--- src/hsk_pkg.sv ---
// Register map, field layout, types and helpers of the housekeeping converter control.
// Behaviour
// Temperature delta beyond limit raises converter interrupt.
// Single temperature completion raises converter interrupt.
// Temperature result reloads per interrupt; no flag.
// Battery result is eight bits, 15 mV steps.
// Battery start bit runs one conversion, interrupts.
// Nonzero battery interval repeats conversions in background.
// Background battery below threshold sets low-battery flag.
// Low-battery flag gated by its enable bit.
// Single battery completion also sets battery flag.
// Battery result changes only when flag sets.
// Battery single/background availability follows power mode.
// Supply start bit runs one conversion, interrupts.
// No background supply conversions until interval set.
// Background supply change beyond delta sets flag.
// Supply-change flag gated by its enable bit.
// Software: single conversion, then delta, then interval.
// Supply single/background availability follows power mode.
// Supply result changes only on supply interrupt.
// Start bits: supply 2, temperature 1, battery 0.
// Stored reference replaced at each channel interrupt.
// One conversion at a time; requests held pending.
package hsk_pkg;

  // ****************************************************************
  // Register addresses and reset values
  // ****************************************************************
  localparam logic [7:0] HSK_ADDR_TEMP_RESULT = 8'hd7;
  localparam logic [7:0] HSK_ADDR_START       = 8'hd8;
  localparam logic [7:0] HSK_ADDR_BAT_RESULT  = 8'hdf;
  localparam logic [7:0] HSK_ADDR_IRQ_ENABLE  = 8'hec;
  localparam logic [7:0] HSK_ADDR_SUP_RESULT  = 8'hef;
  localparam logic [7:0] HSK_ADDR_DELTA       = 8'hf3;
  localparam logic [7:0] HSK_ADDR_IRQ_FLAGS   = 8'hf8;
  localparam logic [7:0] HSK_ADDR_STROBE_PER  = 8'hf9;
  localparam logic [7:0] HSK_ADDR_BAT_THRESH  = 8'hfa;
  localparam logic [7:0] HSK_RESET_VALUE      = 8'h00;

  // ****************************************************************
  // Field positions
  // ****************************************************************
  localparam int HSK_NUM_CH        = 3;
  localparam int HSK_CH_BAT        = 0;
  localparam int HSK_CH_TEMP       = 1;
  localparam int HSK_CH_SUP        = 2;
  localparam int HSK_BAT_IVL_LSB   = 0;
  localparam int HSK_SUP_IVL_LSB   = 2;
  localparam int HSK_TEMP_IVL_LSB  = 4;
  localparam int HSK_SUP_DELTA_LSB = 0;
  localparam int HSK_TMP_DELTA_LSB = 3;
  localparam int HSK_FLAG_LOW_BAT  = 0;
  localparam int HSK_FLAG_SUP_CHG  = 1;
  localparam int HSK_BAT_MV_PER_LSB = 15;

  // Power mode codes presented on the mode input.
  localparam logic [1:0] HSK_MODE_FULL_ACTIVE = 2'h0;
  localparam logic [1:0] HSK_MODE_BAT_ACTIVE  = 2'h1;
  localparam logic [1:0] HSK_MODE_CPU_OFF     = 2'h2;

  // ****************************************************************
  // Types
  // ****************************************************************
  typedef enum logic [1:0] {
    HSK_IDLE = 2'b01,
    HSK_BUSY = 2'b10
  } hsk_state_t;

  typedef struct packed {
    logic       valid;
    logic       single;
    logic [1:0] chan;
  } hsk_grant_t;

  typedef struct packed {
    logic       done;
    logic [7:0] data;
  } hsk_result_t;

  typedef struct packed {
    logic [7:0] addr;
    logic       wr;
    logic [7:0] wdata;
  } hsk_sfr_req_t;

  // True when the two results differ by more than the programmed delta.
  function automatic logic hsk_delta_exceeds(input logic [7:0] a, input logic [7:0] b, input logic [2:0] d);
    logic [7:0] diff;
    diff = (a > b) ? (a - b) : (b - a);
    return diff > {5'h00, d};
  endfunction

endpackage

--- src/hsk_sticky_flags.sv ---
// Sticky power-monitor flag register where a hardware set wins over a software write.
`timescale 1ns/1ps
module hsk_sticky_flags
  import hsk_pkg::*;
(
  input  wire logic       clk,
  input  wire logic       srst,
  input  wire logic [7:0] hw_set,
  input  wire logic       sw_we,
  input  wire logic [7:0] sw_wdata,
  output logic      [7:0] flags_q
);

  // Software writes the whole byte; a set arriving in the same cycle is kept.
  always_ff @(posedge clk)
  begin
    if (srst)
    begin
      flags_q <= HSK_RESET_VALUE;
    end
    else
    begin
      flags_q <= (sw_we ? sw_wdata : flags_q) | hw_set;
    end
  end

  a_set_wins : assert property (@(posedge clk) disable iff (srst) (hw_set != 8'h00) |=> ((flags_q & $past(hw_set)) == $past(hw_set)))
    else $error("Hardware flag set was lost.");

endmodule

--- src/hsk_conv_arb.sv ---
// Arbiter that serialises single and background requests onto the shared converter.
`timescale 1ns/1ps
module hsk_conv_arb
  import hsk_pkg::*;
(
  input  wire logic       clk,
  input  wire logic       srst,
  input  wire logic [2:0] single_req,
  input  wire logic [2:0] bkg_req,
  input  wire logic       conv_done,
  output hsk_grant_t      grant,
  output hsk_grant_t      active_q
);

  hsk_state_t state_q;

  // Lowest channel index wins; a single request beats a background one on the same channel.
  always_comb
  begin
    grant = '0;
    if (state_q == HSK_IDLE)
    begin
      for (int i = HSK_NUM_CH - 1; i >= 0; i--)
      begin
        if (single_req[i] || bkg_req[i])
        begin
          grant.valid  = 1'b1;
          grant.single = single_req[i];
          grant.chan   = 2'(i);
        end
      end
    end
  end

  // Only one conversion is in flight; others stay pending upstream.
  always_ff @(posedge clk)
  begin
    if (srst)
    begin
      state_q <= HSK_IDLE;
    end
    else
    begin
      case (state_q)
        HSK_IDLE: if (grant.valid) state_q <= HSK_BUSY;
        HSK_BUSY: if (conv_done) state_q <= HSK_IDLE;
        default:  state_q <= HSK_IDLE;
      endcase
    end
  end

  // Remember which channel and kind the converter is working on.
  always_ff @(posedge clk)
  begin
    if (srst)
    begin
      active_q <= '0;
    end
    else if (grant.valid)
    begin
      active_q <= grant;
    end
    else if (conv_done)
    begin
      active_q <= '0;
    end
  end

  a_one_at_time : assert property (@(posedge clk) disable iff (srst) grant.valid |=> !grant.valid)
    else $error("Second conversion granted while one is running.");

endmodule

--- src/hsk_adc_ctrl.sv ---
// Top of the housekeeping converter control: registers, scheduling and result handling.
`timescale 1ns/1ps
module hsk_adc_ctrl
  import hsk_pkg::*;
(
  input  wire logic         clk,
  input  wire logic         srst,
  input  hsk_sfr_req_t      sfr_req,
  output logic        [7:0] sfr_rdata_q,
  input  wire logic   [1:0] pwr_mode,
  input  wire logic         bat_strobe,
  input  wire logic         temp_strobe,
  input  wire logic         sup_strobe,
  output logic        [7:0] strobe_period_q,
  output hsk_grant_t        conv_req,
  input  hsk_result_t       conv_result,
  output logic              adc_irq_q,
  output logic              psm_irq
);

  // ****************************************************************
  // Register storage
  // ****************************************************************
  logic [2:0] start_q;
  logic [7:0] temp_result_q;
  logic [7:0] battery_result_q;
  logic [7:0] supply_result_q;
  logic [7:0] irq_enable_q;
  logic [7:0] delta_cfg_q;
  logic [7:0] bat_thresh_q;
  logic [7:0] flags_q;
  logic [7:0] flag_set;
  logic [7:0] temp_ref_q;
  logic [7:0] supply_ref_q;
  logic [2:0] bkg_pend_q;
  hsk_grant_t active_q;

  logic       wr_start;
  logic       single_ok;
  logic       bkg_ok;
  logic [2:0] ivl_set;
  logic [2:0] strobe_in;
  logic       done_evt;
  logic       done_temp;
  logic       done_sup;
  logic       done_bat;
  logic       temp_irq;
  logic       sup_irq;
  logic       bat_flag_set;
  logic       sup_flag_set;

  // ****************************************************************
  // Write decode and mode gating
  // ****************************************************************
  assign wr_start = sfr_req.wr && (sfr_req.addr == HSK_ADDR_START);

  // Single requests need a running processor; background needs the monitor powered.
  assign single_ok = (pwr_mode == HSK_MODE_FULL_ACTIVE) || (pwr_mode == HSK_MODE_BAT_ACTIVE);
  assign bkg_ok    = (pwr_mode == HSK_MODE_FULL_ACTIVE) || (pwr_mode == HSK_MODE_CPU_OFF);

  // A channel only strobes in the background when its interval field is nonzero.
  assign ivl_set[HSK_CH_BAT]  = strobe_period_q[HSK_BAT_IVL_LSB +: 2] != 2'h0;
  assign ivl_set[HSK_CH_TEMP] = strobe_period_q[HSK_TEMP_IVL_LSB +: 2] != 2'h0;
  assign ivl_set[HSK_CH_SUP]  = strobe_period_q[HSK_SUP_IVL_LSB +: 2] != 2'h0;
  assign strobe_in = {sup_strobe, temp_strobe, bat_strobe};

  // ****************************************************************
  // Converter arbitration
  // ****************************************************************
  hsk_conv_arb u_arb (
    .clk        (clk),
    .srst       (srst),
    .single_req (start_q & {3{single_ok}}),
    .bkg_req    (bkg_pend_q & {3{bkg_ok}}),
    .conv_done  (conv_result.done),
    .grant      (conv_req),
    .active_q   (active_q)
  );

  // Start bits; a fresh software write wins over the clear on acceptance.
  always_ff @(posedge clk)
  begin
    if (srst)
    begin
      start_q <= HSK_RESET_VALUE[2:0];
    end
    else if (wr_start)
    begin
      start_q <= sfr_req.wdata[2:0];
    end
    else if (conv_req.valid && conv_req.single)
    begin
      start_q[conv_req.chan] <= 1'b0;
    end
  end

  // Background strobes are latched until the converter takes them, so none is dropped.
  always_ff @(posedge clk)
  begin
    if (srst)
    begin
      bkg_pend_q <= 3'h0;
    end
    else
    begin
      for (int i = 0; i < HSK_NUM_CH; i++)
      begin
        if (strobe_in[i] && ivl_set[i])
        begin
          bkg_pend_q[i] <= 1'b1;
        end
        else if (!ivl_set[i])
        begin
          bkg_pend_q[i] <= 1'b0;
        end
        else if (conv_req.valid && !conv_req.single && (conv_req.chan == 2'(i)))
        begin
          bkg_pend_q[i] <= 1'b0;
        end
      end
    end
  end

  // ****************************************************************
  // Completion decode
  // ****************************************************************
  assign done_evt  = conv_result.done && active_q.valid;
  assign done_temp = done_evt && (active_q.chan == 2'(HSK_CH_TEMP));
  assign done_sup  = done_evt && (active_q.chan == 2'(HSK_CH_SUP));
  assign done_bat  = done_evt && (active_q.chan == 2'(HSK_CH_BAT));

  // Temperature interrupts on a single result or on a large enough change.
  assign temp_irq = done_temp && (active_q.single ||
                    hsk_delta_exceeds(conv_result.data, temp_ref_q,
                                      delta_cfg_q[HSK_TMP_DELTA_LSB +: 3]));
  // Supply single results interrupt directly; background ones only on a large change.
  assign sup_flag_set = done_sup && !active_q.single &&
                        hsk_delta_exceeds(conv_result.data, supply_ref_q,
                                          delta_cfg_q[HSK_SUP_DELTA_LSB +: 3]);
  assign sup_irq = (done_sup && active_q.single) || sup_flag_set;
  // Battery flag on a single result or a background result below threshold.
  assign bat_flag_set = done_bat && (active_q.single || (conv_result.data < bat_thresh_q));

  // ****************************************************************
  // Results and stored references
  // ****************************************************************
  // The temperature result has no flag; it is reloaded with each of its interrupts.
  always_ff @(posedge clk)
  begin
    if (srst)
    begin
      temp_result_q <= HSK_RESET_VALUE;
      temp_ref_q    <= HSK_RESET_VALUE;
    end
    else if (temp_irq)
    begin
      temp_result_q <= conv_result.data;
      temp_ref_q    <= conv_result.data;
    end
  end

  // Supply result and reference move only on a supply interrupt, so small drift accumulates.
  always_ff @(posedge clk)
  begin
    if (srst)
    begin
      supply_result_q <= HSK_RESET_VALUE;
      supply_ref_q    <= HSK_RESET_VALUE;
    end
    else if (sup_irq)
    begin
      supply_result_q <= conv_result.data;
      supply_ref_q    <= conv_result.data;
    end
  end

  // Battery code is 8 bits at fixed millivolt steps; held unless the flag sets.
  always_ff @(posedge clk)
  begin
    if (srst)
    begin
      battery_result_q <= HSK_RESET_VALUE;
    end
    else if (bat_flag_set)
    begin
      battery_result_q <= conv_result.data;
    end
  end

  // Converter interrupt pulse for temperature and supply events.
  always_ff @(posedge clk)
  begin
    if (srst)
    begin
      adc_irq_q <= 1'b0;
    end
    else
    begin
      adc_irq_q <= temp_irq || sup_irq;
    end
  end

  // ****************************************************************
  // Power-monitor flags and interrupt
  // ****************************************************************
  always_comb
  begin
    flag_set                   = 8'h00;
    flag_set[HSK_FLAG_LOW_BAT] = bat_flag_set;
    flag_set[HSK_FLAG_SUP_CHG] = sup_flag_set;
  end

  hsk_sticky_flags u_flags (
    .clk              (clk),
    .srst             (srst),
    .hw_set           (flag_set),
    .sw_we            (sfr_req.wr && (sfr_req.addr == HSK_ADDR_IRQ_FLAGS)),
    .sw_wdata         (sfr_req.wdata),
    .flags_q          (flags_q)
  );

  // Each flag reaches the power-monitor line only through its enable bit.
  assign psm_irq = (flags_q[HSK_FLAG_LOW_BAT] && irq_enable_q[HSK_FLAG_LOW_BAT]) ||
                   (flags_q[HSK_FLAG_SUP_CHG] && irq_enable_q[HSK_FLAG_SUP_CHG]);

  // ****************************************************************
  // Software-written configuration registers
  // ****************************************************************
  // Software must run a single supply conversion before setting delta and interval.
  always_ff @(posedge clk)
  begin
    if (srst)
    begin
      irq_enable_q    <= HSK_RESET_VALUE;
      delta_cfg_q     <= HSK_RESET_VALUE;
      strobe_period_q <= HSK_RESET_VALUE;
      bat_thresh_q    <= HSK_RESET_VALUE;
    end
    else if (sfr_req.wr)
    begin
      case (sfr_req.addr)
        HSK_ADDR_IRQ_ENABLE: irq_enable_q    <= sfr_req.wdata;
        HSK_ADDR_DELTA:      delta_cfg_q     <= sfr_req.wdata;
        HSK_ADDR_STROBE_PER: strobe_period_q <= sfr_req.wdata;
        HSK_ADDR_BAT_THRESH: bat_thresh_q    <= sfr_req.wdata;
        default:             bat_thresh_q    <= bat_thresh_q;
      endcase
    end
  end

  // Read data is registered one cycle after the address; unmapped addresses read zero.
  always_ff @(posedge clk)
  begin
    if (srst)
    begin
      sfr_rdata_q <= HSK_RESET_VALUE;
    end
    else
    begin
      case (sfr_req.addr)
        HSK_ADDR_TEMP_RESULT: sfr_rdata_q <= temp_result_q;
        HSK_ADDR_START:       sfr_rdata_q <= {5'h00, start_q};
        HSK_ADDR_BAT_RESULT:  sfr_rdata_q <= battery_result_q;
        HSK_ADDR_IRQ_ENABLE:  sfr_rdata_q <= irq_enable_q;
        HSK_ADDR_SUP_RESULT:  sfr_rdata_q <= supply_result_q;
        HSK_ADDR_DELTA:       sfr_rdata_q <= delta_cfg_q;
        HSK_ADDR_IRQ_FLAGS:   sfr_rdata_q <= flags_q;
        HSK_ADDR_STROBE_PER:  sfr_rdata_q <= strobe_period_q;
        HSK_ADDR_BAT_THRESH:  sfr_rdata_q <= bat_thresh_q;
        default:              sfr_rdata_q <= 8'h00;
      endcase
    end
  end

  // ****************************************************************
  // Checks
  // ****************************************************************
  a_temp_single : assert property (@(posedge clk) disable iff (srst)
    (done_temp && active_q.single) |=> (adc_irq_q && (temp_result_q == $past(conv_result.data))))
    else $error("Single temperature result did not interrupt.");

  a_temp_delta : assert property (@(posedge clk) disable iff (srst)
    (done_temp && !active_q.single && !hsk_delta_exceeds(conv_result.data, temp_ref_q,
     delta_cfg_q[HSK_TMP_DELTA_LSB +: 3])) |=> (!adc_irq_q && $stable(temp_result_q)))
    else $error("Temperature interrupt without enough change.");

  a_bat_low : assert property (@(posedge clk) disable iff (srst)
    (done_bat && (conv_result.data < bat_thresh_q)) |=> flags_q[HSK_FLAG_LOW_BAT])
    else $error("Low battery flag not set.");

  a_bat_hold : assert property (@(posedge clk) disable iff (srst)
    !bat_flag_set |=> $stable(battery_result_q))
    else $error("Battery result moved without flag.");

  a_sup_hold : assert property (@(posedge clk) disable iff (srst)
    !sup_irq |=> $stable(supply_result_q))
    else $error("Supply result moved without interrupt.");

  a_sup_ref : assert property (@(posedge clk) disable iff (srst)
    sup_flag_set |=> (supply_ref_q == $past(conv_result.data)) && flags_q[HSK_FLAG_SUP_CHG])
    else $error("Supply reference or flag not updated.");

  a_mode_gate : assert property (@(posedge clk) disable iff (srst)
    conv_req.valid |-> (conv_req.single ? (pwr_mode != HSK_MODE_CPU_OFF) : (pwr_mode != HSK_MODE_BAT_ACTIVE)))
    else $error("Conversion granted in a forbidden power mode.");

  a_start_clear : assert property (@(posedge clk) disable iff (srst)
    (conv_req.valid && conv_req.single && !wr_start) |=> !start_q[$past(conv_req.chan)])
    else $error("Start bit not cleared on acceptance.");

  a_psm_gate : assert property (@(posedge clk) disable iff (srst)
    (!irq_enable_q[HSK_FLAG_LOW_BAT] && !irq_enable_q[HSK_FLAG_SUP_CHG]) |-> !psm_irq)
    else $error("Power-monitor interrupt while sources disabled.");

  a_sup_no_bkg : assert property (@(posedge clk) disable iff (srst)
    (strobe_period_q[HSK_SUP_IVL_LSB +: 2] == 2'h0) |=> !bkg_pend_q[HSK_CH_SUP])
    else $error("Background supply pending with interval zero.");

  a_sup_single : assert property (@(posedge clk) disable iff (srst)
    (done_sup && active_q.single) |=> (adc_irq_q && (supply_result_q == $past(conv_result.data))))
    else $error("Single supply result did not interrupt.");

  a_bat_single : assert property (@(posedge clk) disable iff (srst)
    (done_bat && active_q.single) |=> (flags_q[HSK_FLAG_LOW_BAT] && (battery_result_q == $past(conv_result.data))))
    else $error("Single battery result did not set the flag.");

  a_temp_ref : assert property (@(posedge clk) disable iff (srst)
    temp_irq |=> (temp_ref_q == $past(conv_result.data)))
    else $error("Temperature reference not replaced at interrupt.");

  a_temp_no_flag : assert property (@(posedge clk) disable iff (srst)
    (temp_irq && !(sfr_req.wr && (sfr_req.addr == HSK_ADDR_IRQ_FLAGS))) |=> $stable(flags_q))
    else $error("Temperature interrupt touched the flag register.");

  a_bat_forward : assert property (@(posedge clk) disable iff (srst)
    (flags_q[HSK_FLAG_LOW_BAT] && irq_enable_q[HSK_FLAG_LOW_BAT]) |-> psm_irq)
    else $error("Enabled low battery flag not forwarded.");

  a_sup_forward : assert property (@(posedge clk) disable iff (srst)
    (flags_q[HSK_FLAG_SUP_CHG] && irq_enable_q[HSK_FLAG_SUP_CHG]) |-> psm_irq)
    else $error("Enabled supply change flag not forwarded.");

  a_sup_pending : assert property (@(posedge clk) disable iff (srst)
    (sup_strobe && ivl_set[HSK_CH_SUP]) |=> bkg_pend_q[HSK_CH_SUP])
    else $error("Background supply strobe was dropped.");

endmodule

--- config.mk ---
export PLATFORM = sky130hd
export DESIGN_NAME = hsk_adc_ctrl
export DESIGN_NICKNAME = d
export VERILOG_FILES = /design/src/hsk_pkg.sv /design/src/hsk_sticky_flags.sv /design/src/hsk_conv_arb.sv /design/src/hsk_adc_ctrl.sv
export SDC_FILE = /design/constraint.sdc
export NUM_CORES = 1
export LEC_CHECK = 0
export BUFFER_PORTS_ARGS = -buffer_cell sky130_fd_sc_hd__clkbuf_2
export CORE_ASPECT_RATIO = 0.5
export CORE_MARGIN = 2
export CORE_UTILIZATION = 52
export CTS_CLUSTER_DIAMETER = 100
export DETAILED_ROUTE_END_ITERATION = 12
export PLACE_DENSITY = 0.74
export SETUP_SLACK_MARGIN = 0.15
export SLEW_MARGIN = 20
export SYNTH_ARGS = -nofsm -noshare
export SYNTH_HDL_FRONTEND = slang
export SYNTH_SLANG_ARGS = --single-unit
export TNS_END_PERCENT = 30
--- constraint.sdc ---
create_clock -name clk -period 3.58 [get_ports clk]
set_input_delay 0 -clock clk [delete_from_list [all_inputs] [get_ports clk]]
set_output_delay 0 -clock clk [all_outputs]
set_load 0.02 [all_outputs]
==> out/qor.csv, run 1 <==
metric;value;unit
status;finished, final reports clean;
TNS Setup;0;ns
global-route wire length before repair;26100;µm
clk_skew;0.00661;ns
Hold WC Path Type;in2reg;
final hold violations;0;
Port Buffers;54;
row count;26;
CP max-delay cell;or4_4;
P&R area growth vs syn;21.6;%
core footprint;10400;µm²
Synth Warn #;0;
Area contributors post-synth;dfxtp_1 30%, ha_1 9.6%, mux2i_1 9.4%;
CTS root buffer;clkbuf_16;
antenna-violating nets left;0;
Seq/Total Area, Yosys;0.303;
share of the synthesized area in the top cell type;0.303;
starting density of the core;0.542;
router iterations before antenna repair;5;
Arr. time, crit path;3.75;ns
Lkg Pwr;0.00273;µW
GP Congestion;0.933;
critical-path cell list;ha_4, inv_2, fa_2, a21oi_2, o21bai_1, nand3_1, a31oi_2, buf_4, mux2i_2, xnor2_1, ha_1, o21ai_1, a32oi_1, or4_4, o31a_4, mux2i_1;
ys flop type;dfxtp_1;
share of cells above drive strength 1;0.210;
RSZ-0062 raised after global routing;yes;
FF+latch count, synth;85;
CTS tree;done;
Tot Pwr;2240;µW
CP Max Fanout;8;
Slew HR;0.344;
Fillers;836;
total CTS buffers;9;
Layout Nets;850;
number of global-route vias before repair;5166;
Final period util;0.989;
Post-Syn Instances;681;
cell area after synthesis;5620;µm²
Max-Cap Viols;0;
Unique masters post-synth;64;
initial antenna violation count;0;
Die ar.;11700;µm²
Synth area leader;dfxtp_1;
async set-reset flop share out of synthesis;0;
All-Layer GR Usage;0.285;
worst-skew pair later-pin latency;0.33;ns
die height;77.5;µm
Achievable Freq;282;MHz
DRC viols;0;
fin crit period;3.54;ns
remaining global-route overflow;0;
Die Wd;151;µm
routed len/inst;18.1;µm
HPWL Detailed;12000;µm
CTS Sinks;85;
Avg Synthesized Cell Area;8.25;µm²
ant diodes;0;
htree depth;3;
pre-CTS setup slack;-0.128;ns
worst-margin pin slew;0.985;ns
largest net degree at the start of global routing;56;
IO Count;55;
clock buffer depth;2;
Max Slew Vio Count;0;
Post-synth EDFFs;0;
Critical Path End Type;register;
CP required;3.79;ns
Worst Setup Slack, final;0.0386;ns
wirelength, routed;16500;µm
clk slew on worst S/H paths;0.06;ns
CP max stage delay;0.56;ns
via count;5460;
CP startpoint kind;register;
Starting DRT DRC Count;509;
Peak VDD IR;0.271;mV
power density over the cells;327;nW/µm²
final setup violation count;0;
Via density;5.97;
net count after synthesis;761;
WS Path Type;reg2reg;
## flip-flops by register name, indices dropped and copies added, names as in the netlist, 4 cells and up
signal            flops
bat_thresh_q          8
supply_ref_q          8
u_arb.active_q        4
delta_cfg_q           8
strobe_period_q       8
sfr_rdata_q           8
temp_ref_q            8
battery_result_q      8
irq_enable_q          8
u_flags.flags_q       8
## critical path: cells and delay by family, from the launching register on
family,cells,cell delay [ns]
buffers and inverters,2,0.20
AO/OA/AOI/OAI,6,0.97
flip-flops,1,0.34
multiplexers,2,0.34
adder cells (fa/ha/maj),3,0.81
XOR/XNOR,1,0.10
AND/OR/NAND/NOR,2,0.65
## metal layers
metal  global-route usage  vias up  routed length [µm]
li1                     -     2622                   -
met3               0.0612       34                1370
met1                0.389     2562                7460
met5                    0        -                   0
met4               0.0626        0                 267
met2                0.463      242                7440
## report_power, final
part	switching (µW)	internal [µW]	leakage (µW)
clock network	376	611	0.000156
logic	174	130	0.00189
registers	0.696	946	0.000685
## layout make-up
type	count	area, µm²	share of cell area
clock buffer	10	229	0.0335
inverter	63	236	0.0346
tap	140	175	0.0256
timing repair buffer	107	692	0.101
sequential	85	1700	0.249
clock inverter	6	87.6	0.0128
multi-input combinational	504	3710	0.543
## cell usage in the layout (no fill, tap or decap), types with 33 or more instances in the layout
cell type	instances
nand2_1	41
nor2_1	48
mux2i_1	52
nand3_1	35
a21oi_1	63
buf_4	44
clkbuf_2	54
dfxtp_1	83
ha_1	37
inv_1	61
nand2b_1	33
## final timing paths
check / startpoint / to / slack [ns] / cells past startpoint
worst max-delay path: temp_ref_q[0]$_SDFFE_PP0P_ / temp_ref_q[0]$_SDFFE_PP0P_ / 0.04 / 16
worst min-delay path: sfr_req[1] / start_q[1]$_SDFFE_PP0P_ / 0.01 / 3
worst max register to register: temp_ref_q[0]$_SDFFE_PP0P_ / temp_ref_q[0]$_SDFFE_PP0P_ / 0.04 / 16
worst min register to register: delta_cfg_q[7]$_SDFFE_PP0P_ / delta_cfg_q[7]$_SDFFE_PP0P_ / 0.46 / 2
## stage by stage
stage / std cells / util / hold WS, ns / cell area [µm²]
after floorplan: 681 / - / 0.135 / 5630
after global placement: 884 / 0.600 / 0.220 / 6220
after detailed placement: 884 / 0.600 / 0.232 / 6220
after CTS: 911 / 0.649 / 0.00302 / 6740
after global routing: 915 / 0.659 / 0.00897 / 6840
final: 915 / 0.659 / 0.0104 / 6840
## logic make-up (layout without fill, tap and decap cells)
group / count (synthesis) / count (layout) / share of synthesized area
and+or+nand+nor: 197 / 197 / 0.181
AOI/OAI and AO/OA: 191 / 191 / 0.217
buffers and inverters: 92 / 186 / 0.0659
DFF: 85 / 85 / 0.303
muxes: 63 / 63 / 0.114
adders and majority gates: 47 / 47 / 0.110
xor gates and xnor gates: 6 / 6 / 0.00935
## Yosys cell counts, drive strengths merged, types with 4 or more instances
cell type	n
nand3	36
o21ai	34
nand4	5
a21oi	67
a211oi	10
dfxtp	85
a221oi	11
clkbuf	19
nand2b	33
xnor2	4
a22oi	9
mux2	10
o211ai	4
inv	63
o21a	7
buf	10
fa	4
ha	43
a31oi	6
nor2	49
nand3b	5
o22ai	12
and4b	4
mux2i	53
nand2	41
a21o	5
## what timing repair did
action | 4_1_cts | 5_1_grt
hold buffers | 8 | 0
buffers inserted | 3 | 4
gates resized for setup | 22 | 14
pin swaps | 17 | 17
setup endpoints to repair | 18 | 18
hold endpoints to repair | 13 | 0
Note: power is estimated with default switching activity, not from simulation.
==> inputs of run 2 (changes only) <==
--- a/config.mk
+++ b/config.mk
@@ -12,7 +12,7 @@
 export CTS_CLUSTER_DIAMETER = 100
 export DETAILED_ROUTE_END_ITERATION = 12
 export PLACE_DENSITY = 0.74
-export SETUP_SLACK_MARGIN = 0.15
+export SETUP_SLACK_MARGIN = 0.05
 export SLEW_MARGIN = 20
 export SYNTH_ARGS = -nofsm -noshare
 export SYNTH_HDL_FRONTEND = slang
==> run 2 against run 1 <==
Compared with the run above: combinational power fell by 2%; core utilization up 0.17 points; sequential share of layout area shrank 0.064 points; setup slack got worse by 0.0085 ns; register-to-register slack about the same; worst hold slack better by 0.0078 ns; first-iteration DRC count is 30% lower; non-clock buffer count decreased by 2; highest routed layer unchanged.
==> out/qor.csv, run 2 (same netlist as run 1, synthesis figures left out) <==
metric;value;unit;change
status;finished, final reports clean;;
Lkg Pwr;0.00272;µW;-0.44%
Die Wd;151;µm;unchanged
number of global-route vias before repair;5062;;-2.0%
GRT met3 Usage;0.0718;;+0.0106
clock power share;0.453;;+0.012
Achievable Freq;282;MHz;-0.24%
share of power burned in combinational logic;0.131;;-0.005
HPWL Detailed;12100;µm;+0.35%
total CTS buffers;9;;unchanged
ant diodes;0;;unchanged
clock buffer depth;2;;unchanged
TNS Setup;0;ns;unchanged
Sw Ratio;0.256;;+0.0100
initial antenna violation count;0;;unchanged
IO Count;55;;unchanged
Layout Nets;848;;-0.24%
Final period util;0.992;;+0.00238
WS Path Type;reg2reg;;
CP required;3.85;ns;+0.06 ns
RSZ-0062 raised after global routing;yes;;
Slew HR;0.304;;-0.0400
final hold violations;0;;unchanged
Max-Cap Viols;0;;unchanged
Die ar.;11700;µm²;unchanged
CP max stage delay;0.51;ns;-0.05 ns
met2 Use GR;0.449;;-0.0145
Tot Pwr;2280;µW;+1.7%
row count;26;;unchanged
Fillers;835;;-0.12%
Via density;5.97;;about the same
Arr. time, crit path;3.82;ns;+0.07 ns
Max Slew Vio Count;0;;unchanged
power density over the cells;332;nW/µm²;+1.5%
Critical Path End Type;register;;
routed len/inst;17.9;µm;-0.67%
worst-margin pin slew;1.04;ns;+0.0600 ns
router iterations before antenna repair;5;;unchanged
wirelength, routed;16400;µm;-0.88%
critical-path cell list;ha_4, inv_2, fa_2, a21oi_2, o21bai_1, nand3_1, a31oi_4, buf_6, mux2i_1, xnor2_1, ha_1, o21ai_2, a32oi_2, or4_4, o31a_4, mux2i_1;;
largest net degree at the start of global routing;60;;+7.1%
htree depth;3;;unchanged
CTS Sinks;85;;unchanged
core footprint;10400;µm²;unchanged
CTS tree;done;;
hold wc startpoint;sfr_req[0];;
starting density of the core;0.542;;unchanged
commonest non-fill, non-tap cell in the layout;dfxtp_1;;
fin crit period;3.55;ns;+0.00851 ns
sequential share of power;0.416;;-0.007
antenna-violating nets left;0;;unchanged
final setup violation count;0;;unchanged
CP max-delay cell;or4_4;;
Switch Pwr;583;µW;+5.9%
via count;5453;;-0.13%
WP buf/inv;2;;unchanged
WHS Path Cells;3;;unchanged
worst-skew pair later-pin latency;0.34;ns;about the same
GR met1 Demand/Resource;0.381;;-0.00746
RR Endpoint;temp_ref_q[4]$_SDFFE_PP0P_;;
FF-to-FF Start;temp_ref_q[0]$_SDFFE_PP0P_;;
clk_skew;0.00663;ns;+0.0000235 ns
global-route wire length before repair;25600;µm;-2.1%
remaining global-route overflow;0;;unchanged
Hold WC Path Type;in2reg;;
GP Congestion;0.950;;+1.8%
die height;77.5;µm;unchanged
P_int;1690;µW;+0.39%
worst reg-to-reg setup slack;0.03;ns;about the same
Port Buffers;54;;unchanged
CP Max Fanout;8;;unchanged
clk slew on worst S/H paths;0.06;ns;about the same
All-Layer GR Usage;0.279;;-0.00518
CP startpoint kind;register;;
CP top delay family;compound AO/OA/AOI/OAI gates;;
commonest non-fill, non-tap cells in the layout;83 x dfxtp_1, 63 x a21oi_1, 61 x inv_1;;
Peak VDD IR;0.297;mV;+9.4%
final core occ;0.660;;+0.00169
CTS root buffer;clkbuf_16;;
Reg2Reg Depth;16;;unchanged
most used cell, CP;mux2i_1;;
Starting DRT DRC Count;358;;-30%
share of cells above drive strength 1;0.208;;-0.00204
DRC viols;0;;unchanged
GR peak layer;met2;;
P&R area growth vs syn;21.9;%;
Hold Crit Endpoint;start_q[0]$_SDFFE_PP0P_;;
run 2: cell count changes in the layout (fill, tap and decap cells not counted), sizes merged:
| cell | previous run | this run |
|---|---|---|
| clkinv | 4 | 0 |
| buf | 45 | 41 |
| clkinvlp | 0 | 2 |
| inv | 63 | 66 |
| dlygate4sd3 | 8 | 10 |
| clkbuf | 64 | 63 |
run 2: worst max-delay path by stage:
stage	cells past startpoint	slack (ns)	endpoint	start
floorplan	14	0.07	temp_ref_q[0]$_SDFFE_PP0P_	temp_ref_q[3]$_SDFFE_PP0P_
global placement	15	-0.1	supply_ref_q[3]$_SDFFE_PP0P_	supply_ref_q[0]$_SDFFE_PP0P_
detailed placement	15	-0.18	supply_ref_q[1]$_SDFFE_PP0P_	supply_ref_q[0]$_SDFFE_PP0P_
CTS	15	0.04	temp_ref_q[4]$_SDFFE_PP0P_	temp_ref_q[0]$_SDFFE_PP0P_
global route	16	-0.06	temp_ref_q[4]$_SDFFE_PP0P_	temp_ref_q[0]$_SDFFE_PP0P_
finish	16	0.03	temp_ref_q[4]$_SDFFE_PP0P_	temp_ref_q[0]$_SDFFE_PP0P_
run 2: final cells by class:
| cell class | count | area, µm² | area share |
|---|---|---|---|
| clock buffers | 9 | 225 | 0.0329 |
| clock inverters | 7 | 104 | 0.0152 |
| inverters | 63 | 236 | 0.0345 |
| multi-input cells | 504 | 3720 | 0.543 |
| flip-flops and latches | 85 | 1700 | 0.249 |
| well taps | 140 | 175 | 0.0256 |
| repair buffers | 105 | 686 | 0.100 |
run 2: power groups by stage:
stage / registers (µW) / logic (µW) / clock network, µW
2_1_floorplan: 968 / 159 / 0
3_3_place_gp: 968 / 252 / 0
3_5_place_dp: 968 / 254 / 0
4_1_cts: 947 / 272 / 1040
5_1_grt: 946 / 323 / 1090
6_report: 947 / 299 / 1030
run 2: through the flow:
| step | instance area [µm²] | std cells | hold WS (ns) | worst slack (ns) |
|---|---|---|---|---|
| final | 6850 | 913 | 0.0182 | 0.0301 |
| after global routing | 6850 | 913 | 0.0346 | -0.0639 |
| after CTS | 6730 | 911 | 0.00341 | 0.0412 |
| after detailed placement | 6220 | 884 | 0.232 | -0.184 |
| after global placement | 6220 | 884 | 0.220 | -0.0991 |
| after floorplan | 5620 | 681 | 0.135 | 0.0671 |
run 2: repair_timing:
action | in CTS | in global routing
pin swaps | 5 | 19
setup endpoints to repair | 18 | 18
resized for setup | 20 | 22
hold buffers | 10 | 0
endpoints found under the hold margin | 28 | 0
buffers inserted | 0 | 2
gates cloned | 1 | 0
run 2: worst min-delay path, delay by kind of cell:
kind	cells	cell delay, ns
buffers and inverters	1	0.17
AOI/OAI and AO/OA	1	0.06
and+or+nand+nor	1	0.09
run 2: routing by layer:
metal	vias to the layer above	routed length, µm
met2	233	7420
met4	0	252
met3	28	1320
met5	-	0
met1	2570	7380
li1	2622	-
